### src/rtl/lic_map.vh
`ifndef LIC_MAP_VH
`define LIC_MAP_VH
// Byte I/O ports of the controller pair and the trigger selects
`define LIC_MASTER_BASE 16'h0020
`define LIC_SLAVE_BASE 16'h00a0
`define LIC_ODD_OFS 16'h0001
`define LIC_TRIG_LO_ADDR 16'h04d0
`define LIC_TRIG_HI_ADDR 16'h04d1
// Writable bits of the trigger selects; reserved bits stay zero
`define LIC_TRIG_LO_WMASK 8'hfa
`define LIC_TRIG_HI_WMASK 8'hde
// Even- and odd-port write field positions
`define LIC_INIT_BIT 4
`define LIC_LEVEL_BIT 3
`define LIC_SEL_HI 4
`define LIC_SEL_LO 3
`define LIC_SEL_ROTATE 2'h0
`define LIC_SEL_SPECIAL 2'h1
`define LIC_CODE_HI 7
`define LIC_CODE_LO 5
`define LIC_LINE_HI 2
`define LIC_LINE_LO 0
`define LIC_SMASK_HI 6
`define LIC_SMASK_LO 5
`define LIC_RDSEL_HI 1
`define LIC_RDSEL_LO 0
`define LIC_VBASE_HI 7
`define LIC_VBASE_LO 3
`define LIC_AUTO_EOS_BIT 1
// Rotate and end-of-service command codes
`define LIC_CMD_ROT_OFF 3'h0
`define LIC_CMD_NS_EOS 3'h1
`define LIC_CMD_NOP 3'h2
`define LIC_CMD_SP_EOS 3'h3
`define LIC_CMD_ROT_ON 3'h4
`define LIC_CMD_ROT_NS 3'h5
`define LIC_CMD_SET_PRIO 3'h6
`define LIC_CMD_ROT_SP 3'h7
// Special-mask field and register-read field values
`define LIC_SMASK_CLR 2'h2
`define LIC_SMASK_SET 2'h3
`define LIC_RD_PENDING 2'h2
`define LIC_RD_INSVC 2'h3
// Reset values and fixed lines
`define LIC_RST_BYTE 8'h00
`define LIC_RST_LOWEST 3'h7
`define LIC_CASCADE_LINE 3'h2
`define LIC_SPURIOUS_LINE 3'h7
`endif

### src/rtl/lic_prio.v
`timescale 1ns/1ps
`default_nettype none
`include "lic_map.vh"
// Finds the highest-priority set bit; priority starts just above lowest_i
module lic_prio
(
    input wire [7:0] req_i, // Candidate lines
    input wire [2:0] lowest_i, // Line holding the lowest priority
    output reg found_o, // Some candidate is set
    output reg [2:0] idx_o // Winning line, spurious line when none
);
    integer k;
    reg [2:0] pos;

    // Scan from lowest priority upward so the last hit is the best one
    always @*
    begin
        found_o = 1'b0;
        idx_o = `LIC_SPURIOUS_LINE;
        pos = 3'h0;
        for (k = 7; k >= 0; k = k - 1)
        begin
            pos = lowest_i + 3'h1 + k[2:0];
            if (req_i[pos])
            begin
                found_o = 1'b1;
                idx_o = pos;
            end
        end
    end
endmodule // lic_prio
`default_nettype wire

### src/rtl/lic_top.v
// Behaviour
// - Even write, selector 00: decode rotate command code
// - 001 clears top in-service; 011 clears named line
// - 101 and 111 end service and rotate priority
// - 100 enables, 000 disables auto-service rotation
// - 110 sets priority from named line; 010 idles
// - Even write, selector 01: special command word
// - Special-mask field: 0x keep, 10 clear, 11 set
// - Special mask on: mask and in-service bits block requests
// - Special mask off: need higher than in-service
// - Acknowledge picks highest priority allowed request
// - Read field 10 pending, 11 in-service, else none
// - Pending image bit per line, 0 means pending
// - In-service image bit per line, 1 active
// - Low trigger select: lines 1, 3 to 7
// - High trigger select: lines 9-12, 14, 15
// - Controller level bit overrides per-line select
// - Even write with bit 4 starts initialization
// - Three odd writes then back to operation
// - Mask bit 1 blocks its line
// - Master lines 0-7, line 2 cascades slave
`timescale 1ns/1ps
`default_nettype none
`include "lic_map.vh"
module lic_top
(
    input wire clk_i, // System clock, 10 MHz
    input wire rstn_i, // Synchronous reset, active low
    input wire [15:0] io_addr_i, // I/O byte address
    input wire io_wr_i, // I/O write strobe, one cycle
    input wire io_rd_i, // I/O read strobe, one cycle
    input wire [7:0] io_wdata_i, // I/O write data
    output reg [7:0] io_rdata_o, // Read data, valid cycle after strobe
    input wire [15:0] irq_i, // Request pins; bit 2 is unused
    input wire inta_i, // Interrupt acknowledge, one cycle
    output reg intr_o, // Interrupt request to the CPU
    output reg [7:0] vector_o, // Vector of the last acknowledge
    output reg vector_valid_o // Vector strobe, one cycle
);
    // Initialization steps
    localparam [1:0] ST_OPER = 2'h0;
    localparam [1:0] ST_VBASE = 2'h1;
    localparam [1:0] ST_CASC = 2'h2;
    localparam [1:0] ST_MODE = 2'h3;

    reg [15:0] irq_m_q; // First synchroniser stage
    reg [15:0] irq_s_q; // Second synchroniser stage
    reg [7:0] trig_lo_q; // Low trigger select
    reg [7:0] trig_hi_q; // High trigger select
    wire [1:0] intr_w; // Each controller's request output
    wire [1:0] found_w; // Each controller has a winner
    wire [5:0] win_w; // Winning line per controller
    wire [1:0] ack_w; // Acknowledge reaching each controller
    wire [9:0] vbase_w; // Vector base per controller
    wire [15:0] rd_even_w; // Even-port read image per controller
    wire [15:0] mask_w; // Mask per controller
    wire [15:0] line_w; // Request level seen by each line

    // Pins are asynchronous, so two flops before any use
    always @(posedge clk_i)
    begin
        if (!rstn_i)
        begin
            irq_m_q <= 16'h0000;
            irq_s_q <= 16'h0000;
        end
        else
        begin
            irq_m_q <= irq_i;
            irq_s_q <= irq_m_q;
        end
    end

    // Master line 2 carries the slave's request, not a pin
    assign line_w = {irq_s_q[15:8], irq_s_q[7:3], intr_w[1], irq_s_q[1:0]};

    // The slave answers only when the master picks the cascade line
    assign ack_w[0] = inta_i;
    assign ack_w[1] = inta_i && found_w[0] && (win_w[2:0] == `LIC_CASCADE_LINE);

    genvar c;
    generate
        for (c = 0; c < 2; c = c + 1)
        begin : g_ctl
            localparam [15:0] BASE = (c == 0) ? `LIC_MASTER_BASE : `LIC_SLAVE_BASE;
            reg [1:0] step_q; // Initialization step
            reg level_all_q; // Controller-wide level trigger
            reg [4:0] vbase_q; // Vector base
            reg auto_eos_q; // Automatic end-of-service mode
            reg rot_auto_q; // Rotate on automatic end of service
            reg smm_q; // Special-mask flag
            reg rdsel_q; // Even read shows in-service when set
            reg [2:0] lowest_q; // Lowest-priority line
            reg [7:0] mask_q; // Mask word
            reg [7:0] pend_q; // Pending requests, 1 is pending
            reg [7:0] insvc_q; // Lines in service
            reg [7:0] line_q; // Last line level, for edges
            reg [7:0] pend_d;
            reg [7:0] insvc_d;
            reg [7:0] higher; // Lines above the top in-service line
            reg [7:0] cand; // Requests allowed to reach the CPU
            reg [2:0] rk;
            reg [2:0] rk_top;
            integer i;
            wire [7:0] line = line_w[c*8 +: 8];
            wire [7:0] sel = (c == 0) ? trig_lo_q : trig_hi_q;
            // Per-line select, global level override, cascade line always level
            wire [7:0] lvl = {8{level_all_q}} | sel
                | ((c == 0) ? 8'h04 : 8'h00);
            wire wr_even = io_wr_i && (io_addr_i == BASE);
            wire wr_odd = io_wr_i && (io_addr_i == (BASE + `LIC_ODD_OFS));
            wire [1:0] wsel = io_wdata_i[`LIC_SEL_HI:`LIC_SEL_LO];
            wire [2:0] wline = io_wdata_i[`LIC_LINE_HI:`LIC_LINE_LO];
            wire is_found;
            wire [2:0] is_idx;
            wire ack = ack_w[c] && found_w[c];
            wire [2:0] win = win_w[c*3 +: 3];

            // Highest-priority line in service
            lic_prio u_isv
            (
                .req_i(insvc_q),
                .lowest_i(lowest_q),
                .found_o(is_found),
                .idx_o(is_idx)
            );

            // Highest-priority allowed request
            lic_prio u_req
            (
                .req_i(cand),
                .lowest_i(lowest_q),
                .found_o(found_w[c]),
                .idx_o(win_w[c*3 +: 3])
            );

            // Which requests may reach the CPU
            always @*
            begin
                rk_top = is_idx - lowest_q - 3'h1;
                rk = 3'h0;
                for (i = 0; i < 8; i = i + 1)
                begin
                    rk = i[2:0] - lowest_q - 3'h1;
                    higher[i] = !is_found || (rk < rk_top);
                end
                if (smm_q)
                    cand = pend_q & ~mask_q & ~insvc_q;
                else
                    cand = pend_q & ~mask_q & higher;
            end

            // Next pending and in-service images
            always @*
            begin
                pend_d = pend_q & ~lvl;
                if (ack)
                    pend_d[win] = 1'b0;
                // A new edge in the acknowledge cycle is kept
                pend_d = pend_d | (line & ~line_q & ~lvl) | (line & lvl);
                insvc_d = insvc_q;
                // End-of-service commands are ignored while an initialization sequence is in progress
                if (wr_even && step_q == ST_OPER && !io_wdata_i[`LIC_INIT_BIT]
                    && wsel == `LIC_SEL_ROTATE)
                begin
                    case (io_wdata_i[`LIC_CODE_HI:`LIC_CODE_LO])
                        `LIC_CMD_NS_EOS, `LIC_CMD_ROT_NS:
                            insvc_d[is_idx] = insvc_q[is_idx] & ~is_found;
                        `LIC_CMD_SP_EOS, `LIC_CMD_ROT_SP:
                            insvc_d[wline] = 1'b0;
                        default:
                            insvc_d = insvc_q;
                    endcase
                end
                if (ack && !auto_eos_q)
                    insvc_d[win] = 1'b1;
            end

            // Command decode and controller state
            always @(posedge clk_i)
            begin
                if (!rstn_i)
                begin
                    step_q <= ST_OPER;
                    level_all_q <= 1'b0;
                    vbase_q <= 5'h00;
                    auto_eos_q <= 1'b0;
                    rot_auto_q <= 1'b0;
                    smm_q <= 1'b0;
                    rdsel_q <= 1'b0;
                    lowest_q <= `LIC_RST_LOWEST;
                    mask_q <= `LIC_RST_BYTE;
                    pend_q <= `LIC_RST_BYTE;
                    insvc_q <= `LIC_RST_BYTE;
                    line_q <= `LIC_RST_BYTE;
                end
                else
                begin
                    line_q <= line;
                    pend_q <= pend_d;
                    insvc_q <= insvc_d;
                    // Auto service with rotation makes the winner lowest
                    if (ack && auto_eos_q && rot_auto_q)
                        lowest_q <= win;
                    if (wr_even && io_wdata_i[`LIC_INIT_BIT])
                    begin
                        // Start of initialization resets mask, in-service, special mask, read select, rotation and priority; pending, vector base and auto end-of-service are kept
                        step_q <= ST_VBASE;
                        level_all_q <= io_wdata_i[`LIC_LEVEL_BIT];
                        smm_q <= 1'b0;
                        mask_q <= `LIC_RST_BYTE;
                        insvc_q <= `LIC_RST_BYTE;
                        rdsel_q <= 1'b0;
                        rot_auto_q <= 1'b0;
                        lowest_q <= `LIC_RST_LOWEST;
                    end
                    else if (wr_odd)
                    begin
                        case (step_q)
                            ST_VBASE:
                            begin
                                vbase_q <= io_wdata_i[`LIC_VBASE_HI:`LIC_VBASE_LO];
                                step_q <= ST_CASC;
                            end
                            ST_CASC:
                                step_q <= ST_MODE;
                            ST_MODE:
                            begin
                                auto_eos_q <= io_wdata_i[`LIC_AUTO_EOS_BIT];
                                step_q <= ST_OPER;
                            end
                            default:
                                mask_q <= io_wdata_i;
                        endcase
                    end
                    else if (wr_even && step_q == ST_OPER && wsel == `LIC_SEL_ROTATE)
                    begin
                        case (io_wdata_i[`LIC_CODE_HI:`LIC_CODE_LO])
                            `LIC_CMD_ROT_OFF:
                                rot_auto_q <= 1'b0;
                            `LIC_CMD_ROT_ON:
                                rot_auto_q <= 1'b1;
                            `LIC_CMD_ROT_NS:
                                if (is_found)
                                    lowest_q <= is_idx;
                            `LIC_CMD_ROT_SP, `LIC_CMD_SET_PRIO:
                                lowest_q <= wline;
                            default:
                                lowest_q <= lowest_q;
                        endcase
                    end
                    else if (wr_even && step_q == ST_OPER && wsel == `LIC_SEL_SPECIAL)
                    begin
                        // Special command word; bit 2 poll is not honoured
                        if (io_wdata_i[`LIC_SMASK_HI:`LIC_SMASK_LO] == `LIC_SMASK_CLR)
                            smm_q <= 1'b0;
                        else if (io_wdata_i[`LIC_SMASK_HI:`LIC_SMASK_LO] == `LIC_SMASK_SET)
                            smm_q <= 1'b1;
                        if (io_wdata_i[`LIC_RDSEL_HI:`LIC_RDSEL_LO] == `LIC_RD_PENDING)
                            rdsel_q <= 1'b0;
                        else if (io_wdata_i[`LIC_RDSEL_HI:`LIC_RDSEL_LO] == `LIC_RD_INSVC)
                            rdsel_q <= 1'b1;
                    end
                end
            end

            assign intr_w[c] = found_w[c];
            assign vbase_w[c*5 +: 5] = vbase_q;
            assign mask_w[c*8 +: 8] = mask_q;
            // Pending image reads 0 for a pending line
            assign rd_even_w[c*8 +: 8] = rdsel_q ? insvc_q : ~pend_q;
        end
    endgenerate

    // Trigger selects, reserved bits held at zero
    always @(posedge clk_i)
    begin
        if (!rstn_i)
        begin
            trig_lo_q <= `LIC_RST_BYTE;
            trig_hi_q <= `LIC_RST_BYTE;
        end
        else if (io_wr_i && io_addr_i == `LIC_TRIG_LO_ADDR)
            trig_lo_q <= io_wdata_i & `LIC_TRIG_LO_WMASK;
        else if (io_wr_i && io_addr_i == `LIC_TRIG_HI_ADDR)
            trig_hi_q <= io_wdata_i & `LIC_TRIG_HI_WMASK;
    end

    // Registered read data; unmapped reads return zero
    always @(posedge clk_i)
    begin
        if (!rstn_i)
            io_rdata_o <= `LIC_RST_BYTE;
        else if (!io_rd_i)
            io_rdata_o <= io_rdata_o;
        else if (io_addr_i == `LIC_MASTER_BASE)
            io_rdata_o <= rd_even_w[7:0];
        else if (io_addr_i == `LIC_MASTER_BASE + `LIC_ODD_OFS)
            io_rdata_o <= mask_w[7:0];
        else if (io_addr_i == `LIC_SLAVE_BASE)
            io_rdata_o <= rd_even_w[15:8];
        else if (io_addr_i == `LIC_SLAVE_BASE + `LIC_ODD_OFS)
            io_rdata_o <= mask_w[15:8];
        else if (io_addr_i == `LIC_TRIG_LO_ADDR)
            io_rdata_o <= trig_lo_q;
        else if (io_addr_i == `LIC_TRIG_HI_ADDR)
            io_rdata_o <= trig_hi_q;
        else
            io_rdata_o <= `LIC_RST_BYTE;
    end

    // Request output and vector delivery
    always @(posedge clk_i)
    begin
        if (!rstn_i)
        begin
            intr_o <= 1'b0;
            vector_o <= `LIC_RST_BYTE;
            vector_valid_o <= 1'b0;
        end
        else
        begin
            intr_o <= intr_w[0];
            vector_valid_o <= inta_i;
            if (ack_w[1])
                vector_o <= {vbase_w[9:5], win_w[5:3]};
            else if (inta_i)
                vector_o <= {vbase_w[4:0], win_w[2:0]};
        end
    end
endmodule // lic_top
`default_nettype wire

### config.mk
export PLATFORM = sky130hd
export DESIGN_NAME = lic_top
export DESIGN_NICKNAME = d
export VERILOG_FILES = /design/src/rtl/lic_prio.v /design/src/rtl/lic_top.v
export VERILOG_INCLUDE_DIRS = /design/src /design/src/rtl
export SDC_FILE = /design/constraint.sdc
export NUM_CORES = 1
export LEC_CHECK = 0
export ABC_AREA = 0
export CELL_PAD_IN_SITES_DETAIL_PLACEMENT = 0
export CELL_PAD_IN_SITES_GLOBAL_PLACEMENT = 2
export CORE_AREA = 2 2 186 188
export DETAILED_ROUTE_END_ITERATION = 12
export DIE_AREA = 0 0 188 190
export DONT_BUFFER_PORTS = 1
export PLACE_DENSITY_LB_ADDON = 0.25
export SLEW_MARGIN = 25
export SYNTH_ARGS = -nofsm -noshare
export SYNTH_HDL_FRONTEND = slang
export SYNTH_SLANG_ARGS = --single-unit
export TNS_END_PERCENT = 10
### constraint.sdc
create_clock -name clk_i -period 22.6 [get_ports clk_i]
set_input_delay 2.26 -clock clk_i [delete_from_list [all_inputs] [get_ports clk_i]]
set_output_delay 2.26 -clock clk_i [all_outputs]
set_load 0.005 [all_outputs]
==> reports/metrics.yaml, run 1 <==
cts_tree: "built"
first_iter_violations: 989
num_vias: 11200
period_needed_ns: 10.48
skew_ns: 0.0217
worstPathRequired_ns: 22.90
fin_crit_sh: 0.464
grt.total_usage: 0.229
synth.area.top_cells: "dfxtp_1 26%, mux2i_1 5.5%, nand2_1 4.6%"
endpoint_kind: "flop"
drc: 0
power_density_nw_per_um2: 73.6
die_x_um: 188
clock-sinks: 153
synthArstFlopShare: 0
drt_wl_total_um: 41300
synth-main-ff-cell: "dfxtp_1"
cts_setup_buffers: 0
synth_top_area_cell: "dfxtp_1"
hold_buffers: 0
setup_ws_ns: 12.12
max-vdd-ir-drop_uv: 54.3
cp_max_fo: 56
start_util: 0.345
grt_pass1_wl_um: 64000
ys_warn_count: 0
cts.repair.resized: 0
fmax_ghz: 0.0954
synth_edf_count: 0
setup_viol: 0
viasPerCell: 5.94
rsz0062_at_grt: "no"
ant_nets: 0
cts-htree-levels: 4
grt_pass1_vias: 10600
overflow: 0
tightestPinTransition_ns: 1.07
synth.most_common_cell: "dfxtp_1"
numCtsBuffers: 17
area_growth_pct: 7.39
ios: 63
cts-root-buf: "clkbuf_16"
antennaDiodeCount: 0
synth_nets: 1556
nNetsFinal: 1492
dieArea_um2: 35700
row_count: 68
syn_inst: 1487
cts_buffer_depth: 2
min_path_type: "reg2reg"
dr.pass1.iters: 6
routabilityCongestion: 0.856
drv_slew: 0
coreArea_um2: 33900
power.leakage_uw: 0.00457
insertion_delay_ns: 0.44
maxCapViolations: 0
arrival_ns: 10.78
max_stage_delay_ns: 0.79
ys_seq_elements: 153
status: "finished clean"
fp.dieH_um: 190
clk_pin_slew_worst_paths_ns: 0.08
crit_type: "reg2reg"
grt_max_degree: 100
syn_area_um2: 11700
antenna_found_initial: 0
seq_area_frac_synth: 0.262
port_buffers: 0
avgSynthCellArea_um2: 7.87
setup_tns_ns: 0
wl_per_cell_um: 21.8
worst_path_max_delay_cell: "nand3_1"
whs_ns: 0.432
dp_hpwl_um: 30000
synthTopCellsByCount: "153 x dfxtp_1, 143 x nand2_1, 135 x nor2_1"
max-slew-margin-rel: 0.283
finalHoldViolCount: 0
pre_cts_ws_ns: 12.50
start_kind: "flop"
drive_gt1_frac: 0.0919
yosys.area.top_type_share: 0.262
synth_cell_type_count: 109
[metal layers]
layer	vias up	routed length, µm	track usage
li1	5421	-	-
met1	5427	20000	0.329
met2	344	18200	0.360
met3	39	2360	0.0347
met4	0	684	0.0533
met5	-	0	0
[logic make-up (layout without fill, tap and decap cells)]
| group | after synthesis | count (layout) | synth area share |
|---|---|---|---|
| simple gates | 555 | 555 | 0.236 |
| flops | 153 | 153 | 0.262 |
| fa+ha+maj | 26 | 26 | 0.0287 |
| compound gates | 476 | 476 | 0.288 |
| xor+xnor | 23 | 23 | 0.0225 |
| mux | 98 | 98 | 0.108 |
| buf+inv | 156 | 105 | 0.0556 |
[stage by stage]
step | instance area [µm²] | utilization | instances | power (µW)
after floorplan | 11700 | - | 1487 | 545
after global placement | 12000 | 0.353 | 1859 | 636
after detailed placement | 12000 | 0.353 | 1859 | 636
after CTS | 12600 | 0.370 | 1891 | 922
after global routing | 12600 | 0.370 | 1891 | 972
final | 12600 | 0.370 | 1891 | 924
[layout make-up]
| class | instances | area, µm² |
|---|---|---|
| repair buffers | 20 | 150 |
| clock buffers | 17 | 425 |
| flip-flops and latches | 153 | 3060 |
| clock inverters | 15 | 168 |
| fillers | 3588 | 21400 |
| multi-input cells | 1178 | 7990 |
| inverters | 53 | 199 |
| well taps | 455 | 569 |
[cell usage in the layout (no fill, tap or decap), types with 33 or more instances in the layout]
cell / instances
o21ai_0: 74
mux2i_1: 64
nor2_1: 135
inv_1: 50
a21oi_1: 92
a211oi_1: 33
a31oi_1: 36
nand3_1: 45
nand2_1: 143
and2_1: 61
dfxtp_1: 152
[power by group]
group | switching, µW | internal, µW
clock | 138 | 149
sequential | 16.9 | 281
combinational | 222 | 117
[worst max-delay path: cells and delay by family (launching register included)]
| family | cells | cell delay, ns |
|---|---|---|
| compound gates | 14 | 3.67 |
| buf+inv | 4 | 1.36 |
| mux | 2 | 0.81 |
| simple gates | 7 | 2.30 |
| fa+ha+maj | 3 | 1.44 |
| xor+xnor | 1 | 0.37 |
| flops | 1 | 0.32 |
[worst paths after layout]
path,cells past startpoint,endpoint,slack [ns],start
max reg2reg,31,g_ctl[1].pend_q[0]$_SDFF_PN0_,12.12,g_ctl[0].lowest_q[0]$_SDFFE_PP1P_
min,1,irq_s_q[3]$_SDFF_PN0_,0.43,irq_m_q[3]$_SDFF_PN0_
max,31,g_ctl[1].pend_q[0]$_SDFF_PN0_,12.12,g_ctl[0].lowest_q[0]$_SDFFE_PP1P_
min reg2reg,1,irq_s_q[3]$_SDFF_PN0_,0.43,irq_m_q[3]$_SDFF_PN0_
[flip-flops by register name, summed over array words and instances, names as in the netlist, 6 cells and up]
name and flops:
g_ctl.insvc_q 16, g_ctl.sel 12, vector_o 8, irq_s_q 15, g_ctl.vbase_q 10, g_ctl.line_q 15, g_ctl.lowest_q 6, g_ctl.mask_q 16
irq_m_q 15, g_ctl.pend_q 16, io_rdata_o 8
Power figures use the tool's default switching activity.
==> run 2: changes to the inputs <==
==> constraint.sdc (replaced) <==
create_clock -name clk_i -period 9.6 [get_ports clk_i]
set_input_delay 0.96 -clock clk_i [delete_from_list [all_inputs] [get_ports clk_i]]
set_output_delay 0.96 -clock clk_i [all_outputs]
set_load 0.005 [all_outputs]
==> run 2 against run 1 <==
Hold slack worse by 0.0027 ns. Largest cell class unchanged. Flip-flop and latch count unchanged. Non-clock buffer count is 11 higher. Critical endpoint is now g_ctl[1].insvc_q[7]$_SDFF_PP0_. Wire length increased by 0.95%. Cell area increased by 0.92%. Die area unchanged. Sequential power grew 140%.
==> reports/metrics.yaml, run 2 (synthesis results as in run 1) <==
status: "finished clean"
wl_met1_um: 19900  # -0.60%
first_iter_violations: 894  # -9.6%
highest_layer: "met4"
hold_buffers: 0  # unchanged
drt_wl_total_um: 41700  # +0.95%
period_needed_ns: 8.47  # -2.02 ns
post-route-util: 0.373  # +0.00339
start_util: 0.345  # unchanged
cp_max_fo: 15  # -73%
die_x_um: 188  # unchanged
reg.largest.list: "g_ctl.insvc_q (16), g_ctl.mask_q (16), g_ctl.pend_q (16)"
min_path_type: "reg2reg"
finalHoldViolCount: 0  # unchanged
start_kind: "flop"
port_buffers: 0  # unchanged
cts_setup_buffers: 0  # unchanged
fin_crit_sh: 0.882  # +0.418
grt_pass1_wl_um: 64600  # +0.91%
ios: 63  # unchanged
skew_ns: 0.0133  # -0.00832 ns
dr.pass1.iters: 8  # +2
ant_nets: 0  # unchanged
cts_buffer_depth: 2  # unchanged
antennaDiodeCount: 0  # unchanged
numCtsBuffers: 17  # unchanged
power.leakage_uw: 0.00463  # +1.3%
tightestPinTransition_ns: 0.991  # -0.0759 ns
max-slew-margin-rel: 0.337  # +0.0542
cts-root-buf: "clkbuf_16"
endpoint_kind: "flop"
power_density_nw_per_um2: 175  # +140%
clk_pin_slew_worst_paths_ns: 0.07  # about the same
final_common_cell: "dfxtp_1"
maxCapViolations: 0  # unchanged
arrival_ns: 8.78  # -2.00 ns
insertion_delay_ns: 0.43  # about the same
grt.total_usage: 0.232  # +0.00256
rsz0062_at_grt: "no"
crit_top_cell: "a21oi_1"
final_cell_mix: "152 x dfxtp_1, 143 x nand2_1, 135 x nor2_1"
dp_hpwl_um: 30500  # +1.6%
worst_path_max_delay_cell: "xnor2_1"
route.met3.wl_um: 2520  # +7.0%
worstPathRequired_ns: 9.91  # -12.99 ns
num_vias: 11400  # +1.1%
coreArea_um2: 33900  # unchanged
crit_type: "reg2reg"
max_stage_delay_ns: 0.72  # -0.07 ns
cts_tree: "built"
grt_pass1_vias: 10600  # +0.60%
cts.repair.resized: 0  # unchanged
drv_slew: 0  # unchanged
routabilityCongestion: 0.836  # -2.3%
cts-htree-levels: 4  # unchanged
max-vdd-ir-drop_uv: 124  # +130%
setup_tns_ns: 0  # unchanged
nNetsFinal: 1503  # +0.74%
overflow: 0  # unchanged
antenna_found_initial: 0  # unchanged
dieArea_um2: 35700  # unchanged
fp.dieH_um: 190  # unchanged
grt_max_degree: 100  # unchanged
row_count: 68  # unchanged
fmax_ghz: 0.118  # +24%
wl_per_cell_um: 21.9  # +0.36%
setup_viol: 0  # unchanged
drc: 0  # unchanged
viasPerCell: 5.97  # +0.56%
area_growth_pct: 8.38
dr_wl_met2_um: 18700  # +2.4%
clock-sinks: 153  # unchanged
drive_gt1_frac: 0.0988  # +0.00690
-- run 2: cell types whose count changed in the layout (fill, tap and decap cells not counted), moves of 2 or more --
cell and change:
bufinv_16 +2, clkinv_4 +2, clkinv_8 -3, buf_4 +10
-- run 2: worst max-delay path: cells and delay by family, from the launching register on --
family / cells / cell delay, ns
adder cells (fa/ha/maj): 3 / 1.07
buffers and inverters: 4 / 0.59
flip-flops: 1 / 0.60
XOR/XNOR: 2 / 0.86
multiplexers: 2 / 1.04
AO/OA/AOI/OAI: 13 / 2.94
AND/OR/NAND/NOR: 5 / 1.22
-- run 2: final timing paths --
path | from | to | slack, ns | depth (start not counted)
min | irq_m_q[3]$_SDFF_PN0_ | irq_s_q[3]$_SDFF_PN0_ | 0.43 | 1
min reg2reg | irq_m_q[3]$_SDFF_PN0_ | irq_s_q[3]$_SDFF_PN0_ | 0.43 | 1
max reg2reg | g_ctl[1].lowest_q[1]$_SDFFE_PP1P_ | g_ctl[1].insvc_q[7]$_SDFF_PP0_ | 1.13 | 29
max | g_ctl[1].lowest_q[1]$_SDFFE_PP1P_ | g_ctl[1].insvc_q[7]$_SDFF_PP0_ | 1.13 | 29
-- run 2: routing by layer --
layer / vias to the layer above / GRT usage
met3: 43 / 0.0362
li1: 5424 / -
met1: 5517 / 0.333
met5: - / 0
met4: 0 / 0.0494
met2: 376 / 0.366
-- run 2: layout make-up --
class | count | area (µm²)
Multi-Input combinational cell | 1178 | 7990
Clock buffer | 18 | 429
Sequential cell | 153 | 3060
Timing Repair Buffer | 31 | 245
Tap cell | 455 | 569
Inverter | 53 | 199
Clock inverter | 14 | 179
Fill cell | 3542 | 21300
-- run 2: metrics by stage --
step	hold WS [ns]	total power (µW)	area [µm²]	setup slack [ns]	std cells
after floorplan	0.412	1280	11700	2.13	1487
after global placement	0.414	1520	12100	1.07	1870
after detailed placement	0.419	1520	12100	1.18	1870
after CTS	0.433	2220	12700	1.15	1902
after global routing	0.438	2330	12700	0.408	1902
final	0.429	2220	12700	1.13	1902
-- run 2: power breakdown --
part	total, µW	internal [µW]	switching, µW
clock	699	395	304
combinational	813	290	522
sequential	704	662	42.5
total	2220	1350	868
==> run 3: changes to the inputs <==
--- a/config.mk
+++ b/config.mk
@@ -9,9 +9,9 @@
 export ABC_AREA = 0
 export CELL_PAD_IN_SITES_DETAIL_PLACEMENT = 0
 export CELL_PAD_IN_SITES_GLOBAL_PLACEMENT = 2
-export CORE_AREA = 2 2 186 188
+export CORE_AREA = 3 3 187 189
 export DETAILED_ROUTE_END_ITERATION = 12
-export DIE_AREA = 0 0 188 190
+export DIE_AREA = 0 0 190 192
 export DONT_BUFFER_PORTS = 1
 export PLACE_DENSITY_LB_ADDON = 0.25
 export SLEW_MARGIN = 25
==> constraint.sdc (replaced) <==
create_clock -name clk_i -period 9.6 [get_ports clk_i]
set_input_delay 0.96 -clock clk_i [delete_from_list [all_inputs] [get_ports clk_i]]
set_output_delay 0.96 -clock clk_i [all_outputs]
set_load 0.01 [all_outputs]
==> run 3 against run 2 <==
First-iteration DRC count shrank 3.5%. Sequential power is essentially flat. Count of clock-buffer cells in the layout is the same. Register-to-register slack lost 0.03 ns. Worst setup slack lost 0.025 ns. Clock skew shrank 0.00083 ns. Critical path depth is the same. Highest routed layer unchanged. Utilization grew 0.41 points.
==> reports/metrics.yaml, run 3 (synthesis results as in run 1) <==
ios: 63  # unchanged
min_path_type: "reg2reg"
grt_pass1_vias: 10700  # +0.88%
die_x_um: 190  # +1.1%
fmax_ghz: 0.118  # -0.30%
hold_start: "irq_m_q[9]$_SDFF_PN0_"
numCtsBuffers: 17  # unchanged
drive_gt1_frac: 0.0970  # -0.00181
cts-htree-levels: 4  # unchanged
use_met3: 0.0378  # +0.00162
dp_hpwl_um: 30500  # about the same
fp.dieH_um: 192  # +1.1%
dieArea_um2: 36500  # +2.1%
grtUsageMet2: 0.346  # -0.0198
period_needed_ns: 8.49  # +0.0254 ns
hold_buffers: 0  # unchanged
r2r-start: "g_ctl[0].lowest_q[1]$_SDFFE_PP1P_"
port_buffers: 0  # unchanged
cts-root-buf: "clkbuf_16"
insertion_delay_ns: 0.42  # about the same
fin_area_um2: 12600  # -0.38%
cts_tree: "built"
grt.busiest_layer: "met2"
arrival_ns: 8.79  # about the same
cts.repair.resized: 0  # unchanged
final_common_cell: "dfxtp_1"
cp-startpoint: "g_ctl[0].lowest_q[1]$_SDFFE_PP1P_"
fin_crit_sh: 0.885  # +0.00265
skew_ns: 0.0125  # -0.000832 ns
final_cell_mix: "152 x dfxtp_1, 143 x nand2_1, 135 x nor2_1"
antenna_found_initial: 0  # unchanged
max-slew-margin-rel: 0.268  # -0.0689
status: "finished clean"
finalHoldViolCount: 0  # unchanged
clock-sinks: 153  # unchanged
dr.pass1.iters: 7  # -1
worstPathRequired_ns: 9.90  # about the same
cts_buffer_depth: 2  # unchanged
drc: 0  # unchanged
setup_tns_ns: 0  # unchanged
grt.total_usage: 0.225  # -0.00671
num_vias: 11200  # -1.1%
ant_nets: 0  # unchanged
drv_slew: 0  # unchanged
max-vdd-ir-drop_uv: 131  # +6.1%
max_stage_delay_ns: 0.64  # -0.08 ns
wl_per_cell_um: 21.9  # -0.19%
overflow: 0  # unchanged
power_density_nw_per_um2: 175  # -0.13%
first_iter_violations: 863  # -3.5%
worst_path_max_delay_cell: "mux4_2"
start_util: 0.350  # +0.00514
drt_wl_total_um: 41400  # -0.77%
setup_viol: 0  # unchanged
met1_usage: 0.328  # -0.00484
endpoint_kind: "flop"
nNetsFinal: 1499  # -0.27%
cp_max_fo: 14  # -1
viasPerCell: 5.94  # -0.52%
coreArea_um2: 33400  # -1.5%
reg.largest.list: "g_ctl.insvc_q (16), g_ctl.mask_q (16), g_ctl.pend_q (16)"
cts_setup_buffers: 0  # unchanged
crit_type: "reg2reg"
grt_pass1_wl_um: 64200  # -0.58%
grt_max_degree: 100  # unchanged
clk_pin_slew_worst_paths_ns: 0.07  # about the same
antennaDiodeCount: 0  # unchanged
area_growth_pct: 7.96
tightestPinTransition_ns: 1.10  # +0.107 ns
routabilityCongestion: 0.862  # +3.1%
placed_area_um2: 12000  # -0.53%
power.leakage_uw: 0.00461  # -0.32%
row_count: 67  # -1.5%
rsz0062_at_grt: "no"
maxCapViolations: 0  # unchanged
start_kind: "flop"
## run 3: layer usage
metal,wire [µm],part of all wire,vias to the layer above
met5,0,0,-
li1,-,-,5422
met4,682,0.016,0
met1,19800,0.48,5405
met3,2670,0.064,45
met2,18200,0.44,364
## run 3: power by group
group,leakage [µW],switching (µW),internal [µW]
registers,0.00125,41.6,662
logic,0.00307,520,291
clock network,0.000293,296,395
## run 3: final timing paths
path	end	slack [ns]	cells past startpoint
hold / removal	irq_s_q[9]$_SDFF_PN0_	0.43	1
setup reg to reg	g_ctl[1].pend_q[3]$_SDFF_PN0_	1.11	29
hold reg to reg	irq_s_q[9]$_SDFF_PN0_	0.43	1
setup / recovery	g_ctl[1].pend_q[3]$_SDFF_PN0_	1.11	29
## run 3: through the flow
| step | power, µW | cells | setup WS (ns) | utilization | hold slack, ns |
|---|---|---|---|---|---|
| 3_3_place_gp | 1510 | 1858 | 0.917 | 0.359 | 0.415 |
| 3_5_place_dp | 1510 | 1858 | 0.904 | 0.359 | 0.419 |
| 5_1_grt | 2320 | 1891 | 0.270 | 0.378 | 0.451 |
| 2_1_floorplan | 1290 | 1487 | 2.13 | - | 0.412 |
| 4_1_cts | 2210 | 1890 | 0.860 | 0.377 | 0.437 |
| 6_report | 2200 | 1891 | 1.11 | 0.378 | 0.432 |
## run 3: final cells by class
class	count	area, µm²
sequential	153	3060
clock buffer	18	429
inverter	53	199
timing repair buffer	27	200
tap	448	561
clock inverter	14	176
multi-input combinational	1178	8000
fill	3548	20800
## run 3: worst max-delay path: cells and delay by family, from the launching register on
family / cells / cell delay, ns
compound gates: 16 / 3.71
fa+ha+maj: 3 / 1.53
simple gates: 5 / 1.37
mux: 2 / 0.98
buf+inv: 3 / 0.42
flops: 1 / 0.33
